**src/hw/acpd_pkg.sv**
```systemverilog
// Constants and types of the converter control block.
// Assumes one conversion clock of 20 MHz and a synchronous low reset.
package acpd_pkg;

  // ****************************************************************
  // Timing
  // ****************************************************************
  localparam int unsigned CLK_HZ           = 20_000_000;
  localparam int unsigned CLK_MIN_HZ       = 1_000_000;
  localparam int unsigned CLK_MAX_HZ       = 80_000_000;
  localparam int unsigned RECOVERY_NS      = 300;
  localparam int unsigned RECOVERY_CYCLES  =
    (RECOVERY_NS * (CLK_HZ / 1_000_000) + 999) / 1000;
  localparam int unsigned LATENCY_CYCLES   = 6;

  // ****************************************************************
  // Data format and reset values
  // ****************************************************************
  localparam int unsigned DATA_W           = 12;
  localparam int unsigned FIFO_DEPTH       = 16;
  localparam logic [11:0] MID_SCALE        = 12'h800;
  localparam logic [11:0] RESET_WORD       = 12'h000;
  localparam logic [11:0] UNDEF_WORD       = 12'hFFF;

  // Power state of the converter core
  typedef enum logic [1:0] {
    ACPD_RUN,
    ACPD_SLEEP,
    ACPD_RECOVER
  } acpd_state_t;

endpackage

```
**src/hw/acpd_stream_if.sv**
```systemverilog
// Stream carrier between the converter core and its output buffer.
// Assumes both ends run on the same conversion clock.
`timescale 1ns/10ps
interface acpd_stream_if #(
  parameter int unsigned WIDTH = 12
);
  logic             valid;
  logic             ready;
  logic [WIDTH-1:0] data;

  modport source (output valid, output data, input ready);
  modport sink   (input valid, input data, output ready);
endinterface

```
**src/hw/acpd_fifo.sv**
```systemverilog
// Word buffer with valid and ready on both sides.
// Assumes a single clock and a synchronous low reset.
`timescale 1ns/10ps
module acpd_fifo #(
  parameter int unsigned WIDTH = 12,
  parameter int unsigned DEPTH = 16
) (
  input  wire logic clk,
  input  wire logic reset_n,
  input  wire logic flush,
  acpd_stream_if.sink   wr,
  acpd_stream_if.source rd
);
  localparam int unsigned AW = $clog2(DEPTH);

  initial begin
    if (DEPTH < 2 || (1 << AW) != DEPTH) begin
      $error("acpd_fifo depth must be a power of two");
    end
  end

  logic [WIDTH-1:0] mem [DEPTH];
  logic [AW:0]      wr_ptr;
  logic [AW:0]      rd_ptr;
  logic [WIDTH-1:0] out_word;
  logic             out_valid;
  logic             empty;
  logic             full;
  logic             pop;

  // ****************************************************************
  // Flags and handshakes
  // ****************************************************************
  assign empty    = (wr_ptr == rd_ptr);
  assign full     = (wr_ptr[AW] != rd_ptr[AW]) &&
                    (wr_ptr[AW-1:0] == rd_ptr[AW-1:0]);
  assign wr.ready = !full;
  assign pop      = !empty && (!out_valid || rd.ready);
  assign rd.valid = out_valid;
  assign rd.data  = out_word;

  // ****************************************************************
  // Storage
  // ****************************************************************
  always_ff @(posedge clk) begin
    if (wr.valid && !full) begin
      mem[wr_ptr[AW-1:0]] <= wr.data;
    end
  end

  always_ff @(posedge clk) begin
    if (!reset_n || flush) begin
      wr_ptr <= '0;
    end else if (wr.valid && !full) begin
      wr_ptr <= wr_ptr + 1'b1;
    end
  end

  always_ff @(posedge clk) begin
    if (!reset_n || flush) begin
      rd_ptr <= '0;
    end else if (pop) begin
      rd_ptr <= rd_ptr + 1'b1;
    end
  end

  // Registered read word
  always_ff @(posedge clk) begin
    if (!reset_n || flush) begin
      out_valid <= 1'b0;
      out_word  <= '0;
    end else if (pop) begin
      out_valid <= 1'b1;
      out_word  <= mem[rd_ptr[AW-1:0]];
    end else if (rd.ready) begin
      out_valid <= 1'b0;
    end
  end
endmodule // acpd_fifo

```
**src/hw/acpd_core.sv**
```systemverilog
// Digital control of a pipelined 12-bit sampling converter.
// Assumes clk is the partner's conversion clock and the sample code
// arrives already digitised on sample_in, synchronous to clk.
`timescale 1ns/10ps
module acpd_core #(
  parameter int unsigned DATA_W     = acpd_pkg::DATA_W,
  parameter int unsigned LATENCY    = acpd_pkg::LATENCY_CYCLES,
  parameter int unsigned FIFO_DEPTH = acpd_pkg::FIFO_DEPTH
) (
  input  wire logic              clk,
  input  wire logic              reset_n,
  input  wire logic [DATA_W-1:0] sample_in,
  input  wire logic              output_enable_n,
  input  wire logic              sleep_request,
  input  wire logic              drain_ready,
  output logic      [DATA_W-1:0] data_out,
  output logic      [DATA_W-1:0] data_oe,
  output logic                   data_valid,
  output logic                   word_strobe,
  output logic                   sleeping,
  output logic                   recovering,
  output logic                   fifo_overflow
);
  initial begin
    if (DATA_W != acpd_pkg::DATA_W || LATENCY < 4 || FIFO_DEPTH < 2) begin
      $error("acpd_core parameters out of range");
    end
  end

  localparam int unsigned REC_W = $clog2(acpd_pkg::RECOVERY_CYCLES + 1);
  localparam logic [REC_W-1:0] REC_LOAD =
    REC_W'(acpd_pkg::RECOVERY_CYCLES);

  // ****************************************************************
  // Input synchronisers
  // ****************************************************************
  logic oe_n_meta;
  logic oe_n_sync;
  logic sleep_meta;
  logic sleep_sync;

  always_ff @(posedge clk) begin
    if (!reset_n) begin
      oe_n_meta  <= 1'b1;
      oe_n_sync  <= 1'b1;
      sleep_meta <= 1'b0;
      sleep_sync <= 1'b0;
    end else begin
      oe_n_meta  <= output_enable_n;
      oe_n_sync  <= oe_n_meta;
      sleep_meta <= sleep_request;
      sleep_sync <= sleep_meta;
    end
  end

  // ****************************************************************
  // Power state
  // ****************************************************************
  acpd_pkg::acpd_state_t state;
  acpd_pkg::acpd_state_t next_state;
  logic [REC_W-1:0]      rec_count;

  always_comb begin
    next_state = state;
    case (state)
      acpd_pkg::ACPD_RUN: begin
        if (sleep_sync) begin
          next_state = acpd_pkg::ACPD_SLEEP;
        end
      end
      acpd_pkg::ACPD_SLEEP: begin
        if (!sleep_sync) begin
          next_state = acpd_pkg::ACPD_RECOVER;
        end
      end
      acpd_pkg::ACPD_RECOVER: begin
        if (sleep_sync) begin
          next_state = acpd_pkg::ACPD_SLEEP;
        end else if (rec_count <= REC_W'(1)) begin
          next_state = acpd_pkg::ACPD_RUN; // Exactly the recovery count
        end
      end
      default: next_state = acpd_pkg::ACPD_SLEEP;
    endcase
  end

  always_ff @(posedge clk) begin
    if (!reset_n) begin
      state <= acpd_pkg::ACPD_SLEEP;
    end else begin
      state <= next_state;
    end
  end

  // Recharge interval after leaving sleep
  always_ff @(posedge clk) begin
    if (!reset_n) begin
      rec_count <= REC_LOAD;
    end else if (state != acpd_pkg::ACPD_RECOVER) begin
      rec_count <= REC_LOAD;
    end else if (rec_count != '0) begin
      rec_count <= rec_count - 1'b1;
    end
  end

  assign sleeping   = (state == acpd_pkg::ACPD_SLEEP);
  assign recovering = (state == acpd_pkg::ACPD_RECOVER);

  // ****************************************************************
  // Conversion pipeline
  // ****************************************************************
  // Buffer read register and pin register take the last two cycles
  logic [DATA_W-1:0] pipe_word  [LATENCY-2];
  logic [LATENCY-3:0] pipe_good;
  logic              active;

  assign active = (state == acpd_pkg::ACPD_RUN);

  // Words run every cycle whatever the enable level
  always_ff @(posedge clk) begin
    if (!reset_n) begin
      for (int i = 0; i < LATENCY - 2; i++) begin
        pipe_word[i] <= acpd_pkg::RESET_WORD;
      end
    end else begin
      pipe_word[0] <= sample_in;
      for (int i = 1; i < LATENCY - 2; i++) begin
        pipe_word[i] <= pipe_word[i-1];
      end
    end
  end

  // Sleep clears every validity mark in flight
  always_ff @(posedge clk) begin
    if (!reset_n || !active) begin
      pipe_good <= '0;
    end else begin
      pipe_good <= {pipe_good[LATENCY-4:0], 1'b1};
    end
  end

  // ****************************************************************
  // Output buffer
  // ****************************************************************
  acpd_stream_if #(.WIDTH(DATA_W)) fill_if ();
  acpd_stream_if #(.WIDTH(DATA_W)) drain_if ();

  assign fill_if.valid  = pipe_good[LATENCY-3] && active;
  assign fill_if.data   = pipe_word[LATENCY-3];
  assign drain_if.ready = drain_ready;

  acpd_fifo #(
    .WIDTH (DATA_W),
    .DEPTH (FIFO_DEPTH)
  ) u_fifo (
    .clk     (clk),
    .reset_n (reset_n),
    .flush   (!active),
    .wr      (fill_if),
    .rd      (drain_if)
  );

  // Word lost when the drain side stalls
  always_ff @(posedge clk) begin
    if (!reset_n || !active) begin
      fifo_overflow <= 1'b0;
    end else if (fill_if.valid && !fill_if.ready) begin
      fifo_overflow <= 1'b1;
    end
  end

  // ****************************************************************
  // Data pins
  // ****************************************************************
  always_ff @(posedge clk) begin
    if (!reset_n) begin
      data_out    <= acpd_pkg::RESET_WORD;
      word_strobe <= 1'b0;
    end else if (!active) begin
      data_out    <= acpd_pkg::UNDEF_WORD;
      word_strobe <= 1'b0;
    end else begin
      data_out    <= drain_if.data;
      word_strobe <= drain_if.valid && drain_ready;
    end
  end

  // Enable high floats all pins, low drives them
  assign data_oe    = oe_n_sync ? '0 : {DATA_W{1'b1}};
  assign data_valid = word_strobe && !oe_n_sync && active;
endmodule // acpd_core

```
**config.mk**
```make
export PLATFORM = sky130hd
export DESIGN_NAME = acpd_core
export DESIGN_NICKNAME = d
export VERILOG_FILES = /design/src/hw/acpd_pkg.sv /design/src/hw/acpd_stream_if.sv /design/src/hw/acpd_fifo.sv /design/src/hw/acpd_core.sv
export SDC_FILE = /design/constraint.sdc
export NUM_CORES = 1
export LEC_CHECK = 0
export BUFFER_PORTS_ARGS = -buffer_cell sky130_fd_sc_hd__buf_4
export CAP_MARGIN = 40
export CORE_ASPECT_RATIO = 1.5
export CORE_UTILIZATION = 40
export CTS_CLUSTER_DIAMETER = 120
export DETAILED_ROUTE_END_ITERATION = 8
export MAX_ROUTING_LAYER = met4
export PLACE_DENSITY = 0.63
export SETUP_SLACK_MARGIN = 0.02
export SYNTH_ARGS = -nofsm -noshare
export SYNTH_HDL_FRONTEND = slang
export SYNTH_SLANG_ARGS = --single-unit
```
**constraint.sdc**
```tcl
create_clock -name clk -period 2.3 [get_ports clk]
set_input_delay 0.46 -clock clk [delete_from_list [all_inputs] [get_ports clk]]
set_output_delay 0.46 -clock clk [all_outputs]
set_load 0.01 [all_outputs]
```
==> out/metrics.csv, run 1 <==
metric,value,unit
number_of_buffers_inserted_for_hold_repair_after_clock_tree_synthesis,0,
grt_antenna_before_repair,1,
dieArea,0.02774,mm^2
drv_slew,0,
post_drt_wl_per_cell,19.88,um
worst_clock_skew,0.01882,ns
ir_worst_vdd,527.7,uV
route.detailed.vias_per_inst,5.215,
numCtsBuffers,26,
worstReg2RegStart,u_fifo.rd_ptr[1],
die_x,136.3,um
synth_enable_flop_cells,192,
period_share,0.8834,
grt_max_degree,60,
maxSlewHeadroom,0.5366,
crit_chain,buf_12 > mux4_1 > mux2_2 > a21oi_1 > a21oi_1,
status,"complete, no violations",
drive_gt1_frac,0.2158,
timing.critical_path.max_delay_family,multiplexers,
globalRoute.totalOverflow,0,
dieHeight,203.5,um
grt_first_pass_wirelength,32510,um
layout.core_utilization,0.4697,
synthesis.area,0.01082,mm^2
sink_count,290,
power.net_switching,1.951,mW
max_slew.worst_pin.slew,0.6942,ns
crit-reg2reg-capture,u_fifo.rd.data[0],
buffer_ports.inserted,45,
seq_area_frac_synth,0.7139,
synthDistinctLibCells,45,
cts-root-to-sink-buffers,3,
drt_drc_violations_left,0,
fp.coreArea,0.02658,mm^2
post-cts-setup-buffers,0,
post_synth_main_area_contributors,"sky130_fd_sc_hd__edfxtp_1 (53%), sky130_fd_sc_hd__dfxtp_1 (18%), sky130_fd_sc_hd__mux4_1 (6.8%)",
cts_max_level,1,
clkLatencyLatePin,0.53,ns
p_int,8.165,mW
setup.worst_path.class,reg -> reg,
cp_bufs_invs,1,
timing.critical_path.depth,5,
io_pins,46,
avgSynthCellArea,16.48,um^2
switching_share,0.1929,
firstDrtPassIters,4,
dr.first_iter.drc_count,292,
dp_hpwl,13530,um
arrival,2.43,ns
finalWeightedCongestion,0.8137,
tritoncts,built,
crit_path_top_delay_cell,sky130_fd_sc_hd__mux4_1,
worst_hold_startpoint,output_enable_n,
synth-main-ff-cell,sky130_fd_sc_hd__edfxtp_1,
start_kind,flop,
regToRegSetupSlack,0.27,ns
final.min_clock_period,2.032,ns
clkSlewWorstSetupHoldPaths,0.07,ns
pwr-share-clk,0.429,
finalSetupViolCount,0,
timing.critical_path.to,u_fifo.rd.data[0],
seqPwrFrac,0.553,
yosys_warnings,0,
crit_required,2.70,ns
startpoint,u_fifo.rd_ptr[1],
area.growth.synth_to_final,15.34,%
synthesis.nets,682,
cellPowerDensity,810.3,mW/mm^2
rows,73,
power.share.combinational,0.019,
postSynthRegisterBits,290,
synthesis.instances,657,
final-hold-violation-count,0,
async_reset_ff_frac,0,
cpMostUsedCell,sky130_fd_sc_hd__a21oi_1,
synth.largest_area_cell,sky130_fd_sc_hd__edfxtp_1,
path_max_fanout,24,
post-synth-top-area-fraction,0.5327,
max_freq,492.2,MHz
worst_setup_path_end_kind,flop,
cap_violations,0,
cts_resized,0,
rsz0062_at_grt,false,
total_vias_in_the_final_route,5580,
clockRootBuffer,sky130_fd_sc_hd__clkbuf_16,
hold_path_class,in -> reg,
vias_in_the_first_global_route,5786,
cp_max_stage_delay,0.61,ns
global_route.usage.total,0.1625,
fin_nets,737,
initial_core_util,0.4072,
depth_of_the_worst_register_to_register_path,5,
leakage,4.711,nW
postRouteWirelength,21280,um
finalSetupTns,0,ns
fill_cells,2252,
postRouteAntennaNets,0,
through the flow:
stage                     setup WS [ns]  hold WS, ns  power (mW)  cells  cell area [um^2]
after floorplan                  0.1231       0.3863       5.798    657             10820
after global placement           0.2823       0.3886       5.890   1021             11610
after detailed placement         0.2547       0.3951       5.898   1021             11610
after CTS                        0.2469       0.1087       10.21   1069             12480
after global routing             0.1297       0.1294       10.42   1070             12480
final                            0.2682       0.1223       10.12   1070             12480
worst register-to-register path, delay by kind of cell (launching register included):
family	cells	cell delay, ns
AO/OA/AOI/OAI	2	0.40
buffers and inverters	1	0.23
flip-flops	1	0.39
multiplexers	2	0.90
worst min-delay path by stage:
stage | to | slack, ns | cells after the start
2_1_floorplan | oe_n_sync | 0.39 | 1
3_3_place_gp | oe_n_sync | 0.39 | 1
3_5_place_dp | oe_n_sync | 0.40 | 1
4_1_cts | oe_n_meta | 0.11 | 2
5_1_grt | oe_n_meta | 0.13 | 2
6_report | oe_n_meta | 0.12 | 2
power groups by stage:
stage	combinational (mW)	clock, mW	sequential, mW
6_report	0.189	4.34	5.59
2_1_floorplan	0.0936	0	5.70
5_1_grt	0.207	4.61	5.60
3_3_place_gp	0.185	0	5.70
3_5_place_dp	0.191	0	5.71
4_1_cts	0.193	4.43	5.59
cell type report:
class / instances / area (um^2) / area share
well taps: 337 / 421.7 / 0.03377
clock buffers: 33 / 739.5 / 0.05923
diodes: 1 / 2.502 / 0.0002004
multi-input cells: 310 / 2776 / 0.2224
clock inverters: 15 / 135.1 / 0.01082
repair buffers: 77 / 653.1 / 0.05231
inverters: 7 / 26.28 / 0.002105
flip-flops and latches: 290 / 7730 / 0.6192
cells in the final DEF, fill, tap and decap left out, drive strengths merged, types with 2 or more instances in the layout:
cell type / count
clkinv: 10
ha: 8
o21a: 12
nor3: 14
o22ai: 12
buf: 77
nand2: 10
nor2: 12
mux4: 36
bufinv: 2
xnor2: 10
o21ai: 15
clkinvlp: 2
nand3: 4
clkbuf: 33
nor2b: 17
a21oi: 29
nand2b: 5
a31oi: 2
and3: 18
mux2: 24
inv: 8
a211oi: 13
o211ai: 2
dfxtp: 98
xor2: 2
edfxtp: 192
and2: 52
cell usage after synthesis (2+ instances only):
cell type                  count
sky130_fd_sc_hd__a211oi_1     13
sky130_fd_sc_hd__a21oi_1      28
sky130_fd_sc_hd__a31oi_1       2
sky130_fd_sc_hd__and2_1       52
sky130_fd_sc_hd__and3_1       18
sky130_fd_sc_hd__buf_2        12
sky130_fd_sc_hd__buf_4        14
sky130_fd_sc_hd__buf_6         5
sky130_fd_sc_hd__clkbuf_1     17
sky130_fd_sc_hd__dfxtp_1      98
sky130_fd_sc_hd__edfxtp_1    192
sky130_fd_sc_hd__ha_1          8
sky130_fd_sc_hd__inv_1         7
sky130_fd_sc_hd__mux2_2       24
sky130_fd_sc_hd__mux4_1       28
sky130_fd_sc_hd__mux4_2        8
sky130_fd_sc_hd__nand2_1      10
sky130_fd_sc_hd__nand2b_1      5
sky130_fd_sc_hd__nand3_1       4
sky130_fd_sc_hd__nor2_1       12
sky130_fd_sc_hd__nor2b_1      17
sky130_fd_sc_hd__nor3_1       14
sky130_fd_sc_hd__o211ai_1      2
sky130_fd_sc_hd__o21a_1       12
sky130_fd_sc_hd__o21ai_0       8
sky130_fd_sc_hd__o21ai_1       7
sky130_fd_sc_hd__o22ai_1      12
sky130_fd_sc_hd__xnor2_1      10
sky130_fd_sc_hd__xor2_1        2
state kept, by name, summed over array words and instances, names as in the netlist, 2 cells and up:
register and count:
u_fifo.rd.data 12, rec_count 3, u_fifo.wr_ptr 5, pipe_word 48
u_fifo.mem 192, u_fifo.rd_ptr 5, pipe_good 4, data_out 12
state 2
cell families after synthesis:
| logic type | after synthesis | synth area share |
|---|---|---|
| compound gates | 90 | 0.05329 |
| fa+ha+maj | 8 | 0.009248 |
| simple gates | 139 | 0.07375 |
| xor+xnor | 12 | 0.009710 |
| flops | 290 | 0.7139 |
| buf+inv | 57 | 0.02959 |
| mux | 61 | 0.1105 |
routing by layer:
metal	part of all wire	wire length [um]	global-route usage
met1	0.38	7980	0.1759
met4	0.036	768	0.06865
met5	0	0	-
met2	0.55	11650	0.2953
met3	0.041	873	0.01939
No activity file was read; power rests on OpenSTA's default activity.
==> run 2: changes to the inputs <==
Settings changed: ABC_AREA set to 1, CAP_MARGIN 40 to unset, GPL_ROUTABILITY_DRIVEN set to 0.
==> out/metrics.csv, run 2 <==
metric,value,unit,change
status,"complete, no violations",,
worst_clock_skew,0.01033,ns,-0.008493 ns
tritoncts,built,,
ir_worst_vdd,585.0,uV,+11%
rows,75,,+2.7%
post_synth_most_frequent_cells,"sky130_fd_sc_hd__nand2_1 (270), sky130_fd_sc_hd__edfxtp_1 (192), sky130_fd_sc_hd__inv_1 (188)",,
numCtsBuffers,26,,unchanged
antenna_cells,0,,-1
cts_max_level,1,,unchanged
dieArea,0.02960,mm^2,+6.7%
max_slew.worst_pin.slew,0.9128,ns,+0.2186 ns
synthesis.nets,1195,,+75%
clkSlewWorstSetupHoldPaths,0.06,ns,about the same
grt_first_pass_wirelength,39230,um,+21%
buffer_ports.inserted,45,,unchanged
synth-main-ff-cell,sky130_fd_sc_hd__edfxtp_1,,
power.net_switching,1.968,mW,+0.89%
clockRootBuffer,sky130_fd_sc_hd__clkbuf_16,,
firstDrtPassIters,5,,+1
rsz0062_at_grt,false,,
p_int,7.965,mW,-2.4%
fin_nets,1237,,+68%
worst_setup_path_end_kind,primary output,,
mostFrequentLayoutCell,sky130_fd_sc_hd__nand2_1,,
switching_share,0.1982,,+0.005284
hold_path_class,in -> reg,,
route.detailed.vias_per_inst,4.675,,-10%
clkLatencyLatePin,0.53,ns,about the same
avgSynthCellArea,9.880,um^2,-40%
synthDistinctLibCells,29,,-36%
synth_top_family_by_area,simple AND/OR/NAND/NOR gates,,
path_max_fanout,3,,-88%
period_share,0.9328,,+0.04944
fp.coreArea,0.02815,mm^2,+5.9%
synth.most_common_cell,sky130_fd_sc_hd__nand2_1,,
synth-compound-area-share,0.04048,,-0.01281
final-hold-violation-count,0,,unchanged
power.share.combinational,0.020,,about the same
dieHeight,210.2,um,+3.3%
grt_max_degree,100,,+67%
maxSlewHeadroom,0.3907,,-0.1459
final.min_clock_period,2.145,ns,+0.1137 ns
post_drt_wl_per_cell,15.91,um,-20%
postRouteWirelength,25110,um,+18%
fill_cells,2620,,+16%
postRouteAntennaNets,0,,unchanged
arrival,1.69,ns,-0.74 ns
synthesis.instances,1170,,+78%
drt_drc_violations_left,0,,unchanged
post-synth-top-area-fraction,0.4988,,-0.03390
cts-root-to-sink-buffers,3,,unchanged
seq_area_frac_synth,0.6685,,-0.04544
synth.mux.area_fraction,0,,-0.1105
crit_path_top_delay_cell,sky130_fd_sc_hd__dfxtp_1,,
grt_antenna_before_repair,0,,-1
post-cts-setup-buffers,0,,unchanged
pwr-share-clk,0.417,,-0.012
synth_enable_flop_cells,192,,unchanged
cpMostUsedCell,sky130_fd_sc_hd__nor2_1,,
setup_slack,0.1545,ns,-0.1137 ns
initial_core_util,0.4106,,+0.003382
seqPwrFrac,0.563,,+0.010
post_synth_main_area_contributors,"sky130_fd_sc_hd__edfxtp_1 (50%), sky130_fd_sc_hd__dfxtp_1 (17%), sky130_fd_sc_hd__nand2_1 (8.8%)",,
yosys_warnings,0,,unchanged
flip_flop_count_of_the_largest_register_all_copies_and_words_added,192,,unchanged
cp_max_stage_delay,0.32,ns,-0.29 ns
leakage,5.753,nW,+22%
drv_slew,0,,unchanged
max_freq,466.1,MHz,-5.3%
drive_gt1_frac,0.1128,,-0.1030
yosys.area_share.simple,0.1816,,+0.1079
start_kind,flop,,
setup.worst_path.class,reg -> out,,
globalRoute.totalOverflow,0,,unchanged
synth.largest_area_cell,sky130_fd_sc_hd__edfxtp_1,,
crit_chain,nor2_1 > inv_1 > nor2_1 > buf_4,,
synth_fa_ha_area_frac,0.008659,,-0.0005885
dp_worst_setup_slack,0.1910,ns,-0.06370 ns
dr.first_iter.drc_count,510,,+75%
synthesis.area,0.01156,mm^2,+6.8%
die_x,140.8,um,+3.3%
cellPowerDensity,760.4,mW/mm^2,-6.1%
vias_in_the_first_global_route,7108,,+23%
finalSetupViolCount,0,,unchanged
io_pins,46,,unchanged
layout_common_cells,"sky130_fd_sc_hd__nand2_1 (270), sky130_fd_sc_hd__edfxtp_1 (192), sky130_fd_sc_hd__inv_1 (191), sky130_fd_sc_hd__nor2_1 (136)",,
dp_hpwl,16140,um,+19%
global_route.usage.total,0.1817,,+0.01917
post_synth_xor_area_fraction,0.005304,,-0.004406
area.growth.synth_to_final,13.00,%,
crit_required,1.84,ns,-0.86 ns
cap_violations,0,,unchanged
total_vias_in_the_final_route,7377,,+32%
async_reset_ff_frac,0,,unchanged
postSynthRegisterBits,290,,unchanged
sink_count,290,,unchanged
number_of_buffers_inserted_for_hold_repair_after_clock_tree_synthesis,0,,unchanged
finalSetupTns,0,ns,unchanged
## run 2: changes by cell type in the layout (fill, tap and decap cells not counted), sizes merged, moves of 18 or more
cell / previous run / this run
and2: 52 / 0
and3: 18 / 0
inv: 8 / 202
mux2: 24 / 0
mux4: 36 / 0
nand2: 10 / 272
nand3: 4 / 97
nor2: 12 / 140
o21ai: 15 / 51
## run 2: area by class of cell
cell class | count | area, um^2 | area share
Multi-Input combinational cell | 620 | 2734 | 0.2093
Timing Repair Buffer | 77 | 603.1 | 0.04617
Clock buffer | 38 | 769.5 | 0.05891
Inverter | 197 | 742.0 | 0.05680
Clock inverter | 10 | 51.30 | 0.003927
Tap cell | 346 | 432.9 | 0.03314
Sequential cell | 290 | 7730 | 0.5918
## run 2: worst max-delay path, delay by kind of cell (launching register included)
family        cells  cell delay, ns
simple gates      2            0.48
buf+inv           2            0.35
flops             1            0.32
## run 2: per-layer routing
layer  global-route usage  vias up  part of all wire
met2               0.3078      204              0.49
met5                    -        -                 0
li1                     -     3756                 -
met3              0.01795       66             0.043
met4               0.1038        0             0.055
met1               0.2109     3351              0.41
## run 2: final timing paths
| kind | slack [ns] | startpoint | to | cells past startpoint |
|---|---|---|---|---|
| setup / recovery | 0.15 | state[1] | data_valid | 4 |
| hold / removal | 0.10 | sample_in[8] | pipe_word[0][8] | 3 |
| setup reg to reg | 0.19 | u_fifo.rd_ptr[3] | u_fifo.mem[10][6] | 10 |
| hold reg to reg | 0.41 | pipe_word[0][5] | pipe_word[1][5] | 2 |
## run 2: cells by family after synthesis
family                     count (synthesis)
DFF                                      290
xor gates and xnor gates                   7
and+or+nand+nor                          513
buffers and inverters                    260
AOI/OAI and AO/OA                         92
adders and majority gates                  8
## run 2: what timing repair did
action / 4_1_cts / 5_1_grt
endpoints found under the setup margin: 0 / 58
endpoints found under the hold margin: 0 / 0
resized for setup: 0 / 1
## run 2: per-stage QoR
| stage | area (um^2) | util | hold WS (ns) | instances | power (mW) |
|---|---|---|---|---|---|
| floorplan | 11560 | - | 0.3905 | 1170 | 5.798 |
| global placement | 12240 | 0.4347 | 0.3921 | 1530 | 5.898 |
| CTS | 13060 | 0.4638 | 0.08179 | 1578 | 10.03 |
| global route | 13060 | 0.4640 | 0.09901 | 1578 | 10.24 |
| detailed placement | 12240 | 0.4347 | 0.3953 | 1530 | 5.902 |
| finish | 13060 | 0.4640 | 0.1022 | 1578 | 9.933 |
## run 2: power by group through the flow
stage | combinational, mW | sequential, mW | clock, mW
after floorplan | 0.0921 | 5.71 | 0
after global placement | 0.196 | 5.70 | 0
after detailed placement | 0.198 | 5.70 | 0
after CTS | 0.199 | 5.59 | 4.24
after global routing | 0.220 | 5.59 | 4.42
final | 0.198 | 5.59 | 4.15
==> run 3: changes to the inputs <==
Settings changed: ABC_CLOCK_PERIOD_IN_PS set to 2300, BUFFER_PORTS_ARGS -buffer_cell sky130_fd_sc_hd__buf_4 to unset, DONT_BUFFER_PORTS set to 1, GPL_TIMING_DRIVEN set to 0, PLACE_DENSITY 0.63 to 0.61.
==> out/metrics.csv, run 3 (synthesis results as in run 2) <==
metric,value,unit,change
dp_hpwl,16680,um,+3.4%
crit-reg2reg-capture,u_fifo.rd.data[1],,
depth_of_the_worst_register_to_register_path,11,,+1
mostFrequentLayoutCell,sky130_fd_sc_hd__nand2_1,,
grt_max_degree,17,,-83%
hold_path_class,in -> reg,,
period_share,0.9423,,+0.009467
cts-root-to-sink-buffers,3,,unchanged
dieHeight,210.2,um,unchanged
p_int,8.287,mW,+4.0%
clkSlewWorstSetupHoldPaths,0.06,ns,about the same
layout.core_utilization,0.4802,,+0.01622
path_max_fanout,10,,+7
cap_violations,0,,unchanged
power.share.combinational,0.013,,-0.007
dr.first_iter.drc_count,449,,-12%
total_vias_in_the_final_route,7455,,+1.1%
leakage,5.775,nW,+0.38%
globalRoute.totalOverflow,0,,unchanged
pwr-share-clk,0.445,,+0.028
rows,75,,unchanged
arrival,2.62,ns,+0.93 ns
drt_drc_violations_left,0,,unchanged
clkLatencyLatePin,0.56,ns,+0.03 ns
cellPowerDensity,766.5,mW/mm^2,+0.80%
die_x,140.8,um,unchanged
route.detailed.vias_per_inst,4.668,,-0.14%
switching_share,0.2003,,+0.002160
cts_max_level,1,,unchanged
postRouteWirelength,25000,um,-0.40%
fp.coreArea,0.02815,mm^2,unchanged
ir_worst_vdd,590.0,uV,+0.87%
status,"complete, no violations",,
dieArea,0.02960,mm^2,unchanged
io_pins,46,,unchanged
startpoint,u_fifo.rd_ptr[0],,
area.growth.synth_to_final,16.95,%,
power.net_switching,2.076,mW,+5.5%
worst_hold_startpoint,drain_ready,,
buffer_ports.inserted,0,,-100%
worst_clock_skew,0.02186,ns,+0.01153 ns
hold_path_sink,word_strobe,,
crit_required,2.75,ns,+0.91 ns
antenna_cells,0,,unchanged
setup.worst_path.class,reg -> reg,,
grt_antenna_before_repair,0,,unchanged
flip_flop_count_of_the_largest_register_all_copies_and_words_added,192,,unchanged
grt_first_pass_wirelength,39510,um,+0.70%
maxSlewHeadroom,0.4874,,+0.09678
start_kind,flop,,
hold_depth,2,,-1
tritoncts,built,,
drive_gt1_frac,0.1087,,-0.004112
worst_setup_path_end_kind,flop,,
regToRegSetupSlack,0.13,ns,-0.06 ns
finalSetupViolCount,0,,unchanged
global_route.usage.total,0.1823,,+0.0005530
max_slew.worst_pin.slew,0.7678,ns,-0.1450 ns
firstDrtPassIters,5,,unchanged
sink_count,290,,unchanged
vias_in_the_first_global_route,7379,,+3.8%
rsz0062_at_grt,false,,
worstReg2RegStart,u_fifo.rd_ptr[0],,
hold_slack,0.02347,ns,-0.07876 ns
initial_core_util,0.4106,,unchanged
drv_slew,0,,unchanged
clockRootBuffer,sky130_fd_sc_hd__clkbuf_16,,
layout_common_cells,"sky130_fd_sc_hd__nand2_1 (266), sky130_fd_sc_hd__edfxtp_1 (192), sky130_fd_sc_hd__inv_1 (188), sky130_fd_sc_hd__nor2_1 (119), sky130_fd_sc_hd__dfxtp_1 (98)",,
post_drt_wl_per_cell,15.66,um,-1.6%
fin_nets,1254,,+1.4%
max_freq,461.4,MHz,-1.0%
final-hold-violation-count,0,,unchanged
postRouteAntennaNets,0,,unchanged
final.min_clock_period,2.167,ns,+0.02177 ns
fill_cells,2502,,-4.5%
numCtsBuffers,28,,+7.7%
seqPwrFrac,0.541,,-0.022
run 3: how the worst max path moves through the flow:
stage / to / slack, ns
2_1_floorplan: u_fifo.mem[9][0] / 0.29
3_3_place_gp: u_fifo.mem[14][0] / -0.73
3_5_place_dp: u_fifo.mem[14][1] / -0.74
4_1_cts: u_fifo.mem[15][5] / 0.003
5_1_grt: u_fifo.mem[13][9] / 0.02
6_report: u_fifo.rd.data[1] / 0.13
run 3: cell type report:
type	count	area, um^2	share of cell area
inverter	197	742.0	0.05488
timing repair buffer	29	440.4	0.03258
clock inverter	12	102.6	0.007589
buffer	63	362.8	0.02684
sequential	290	7727	0.5716
multi-input combinational	620	2872	0.2124
clock buffer	40	839.6	0.06210
tap	346	432.9	0.03202
run 3: power groups by stage:
stage,logic [mW],clock network (mW),registers (mW)
finish,0.139,4.61,5.61
global route,0.158,4.88,5.61
CTS,0.139,4.72,5.61
detailed placement,0.120,0,5.72
global placement,0.117,0,5.72
floorplan,0.0921,0,5.71
run 3: per-stage QoR:
stage | cells | setup TNS [ns] | setup WS, ns | area (um^2) | power, mW
2_1_floorplan | 1170 | 0 | 0.2860 | 11560 | 5.798
3_3_place_gp | 1516 | -111.86 | -0.7340 | 11990 | 5.839
3_5_place_dp | 1516 | -117.27 | -0.7409 | 11990 | 5.843
4_1_cts | 1596 | 0 | 0.002783 | 13470 | 10.47
5_1_grt | 1597 | 0 | 0.02301 | 13520 | 10.65
6_report | 1597 | 0 | 0.1328 | 13520 | 10.36
run 3: metal layers:
metal  track usage  share of wire
met1        0.2061           0.41
met4       0.09183          0.044
met2        0.3169           0.50
met3       0.02272          0.048
met5             -              0
run 3: worst max-delay path, cell delays in order, from the launching register on:
cell                       delay (ns)
sky130_fd_sc_hd__dfxtp_1         0.34
sky130_fd_sc_hd__buf_4           0.21
sky130_fd_sc_hd__clkbuf_1        0.54
sky130_fd_sc_hd__nand2_1         0.12
sky130_fd_sc_hd__nand3_1         0.11
sky130_fd_sc_hd__nand2_1         0.08
sky130_fd_sc_hd__nand2_1         0.07
sky130_fd_sc_hd__nand2_1         0.13
sky130_fd_sc_hd__nor2_1          0.24
sky130_fd_sc_hd__nand2_1         0.10
sky130_fd_sc_hd__nand2_1         0.08
sky130_fd_sc_hd__inv_1           0.04
run 3: repair_timing:
item | in CTS | in global routing
gates resized for setup | 32 | 9
hold buffers | 14 | 0
hold endpoints to repair | 14 | 0
endpoints found under the setup margin | 192 | 193
pin swaps | 14 | 1
buffers inserted | 14 | 1
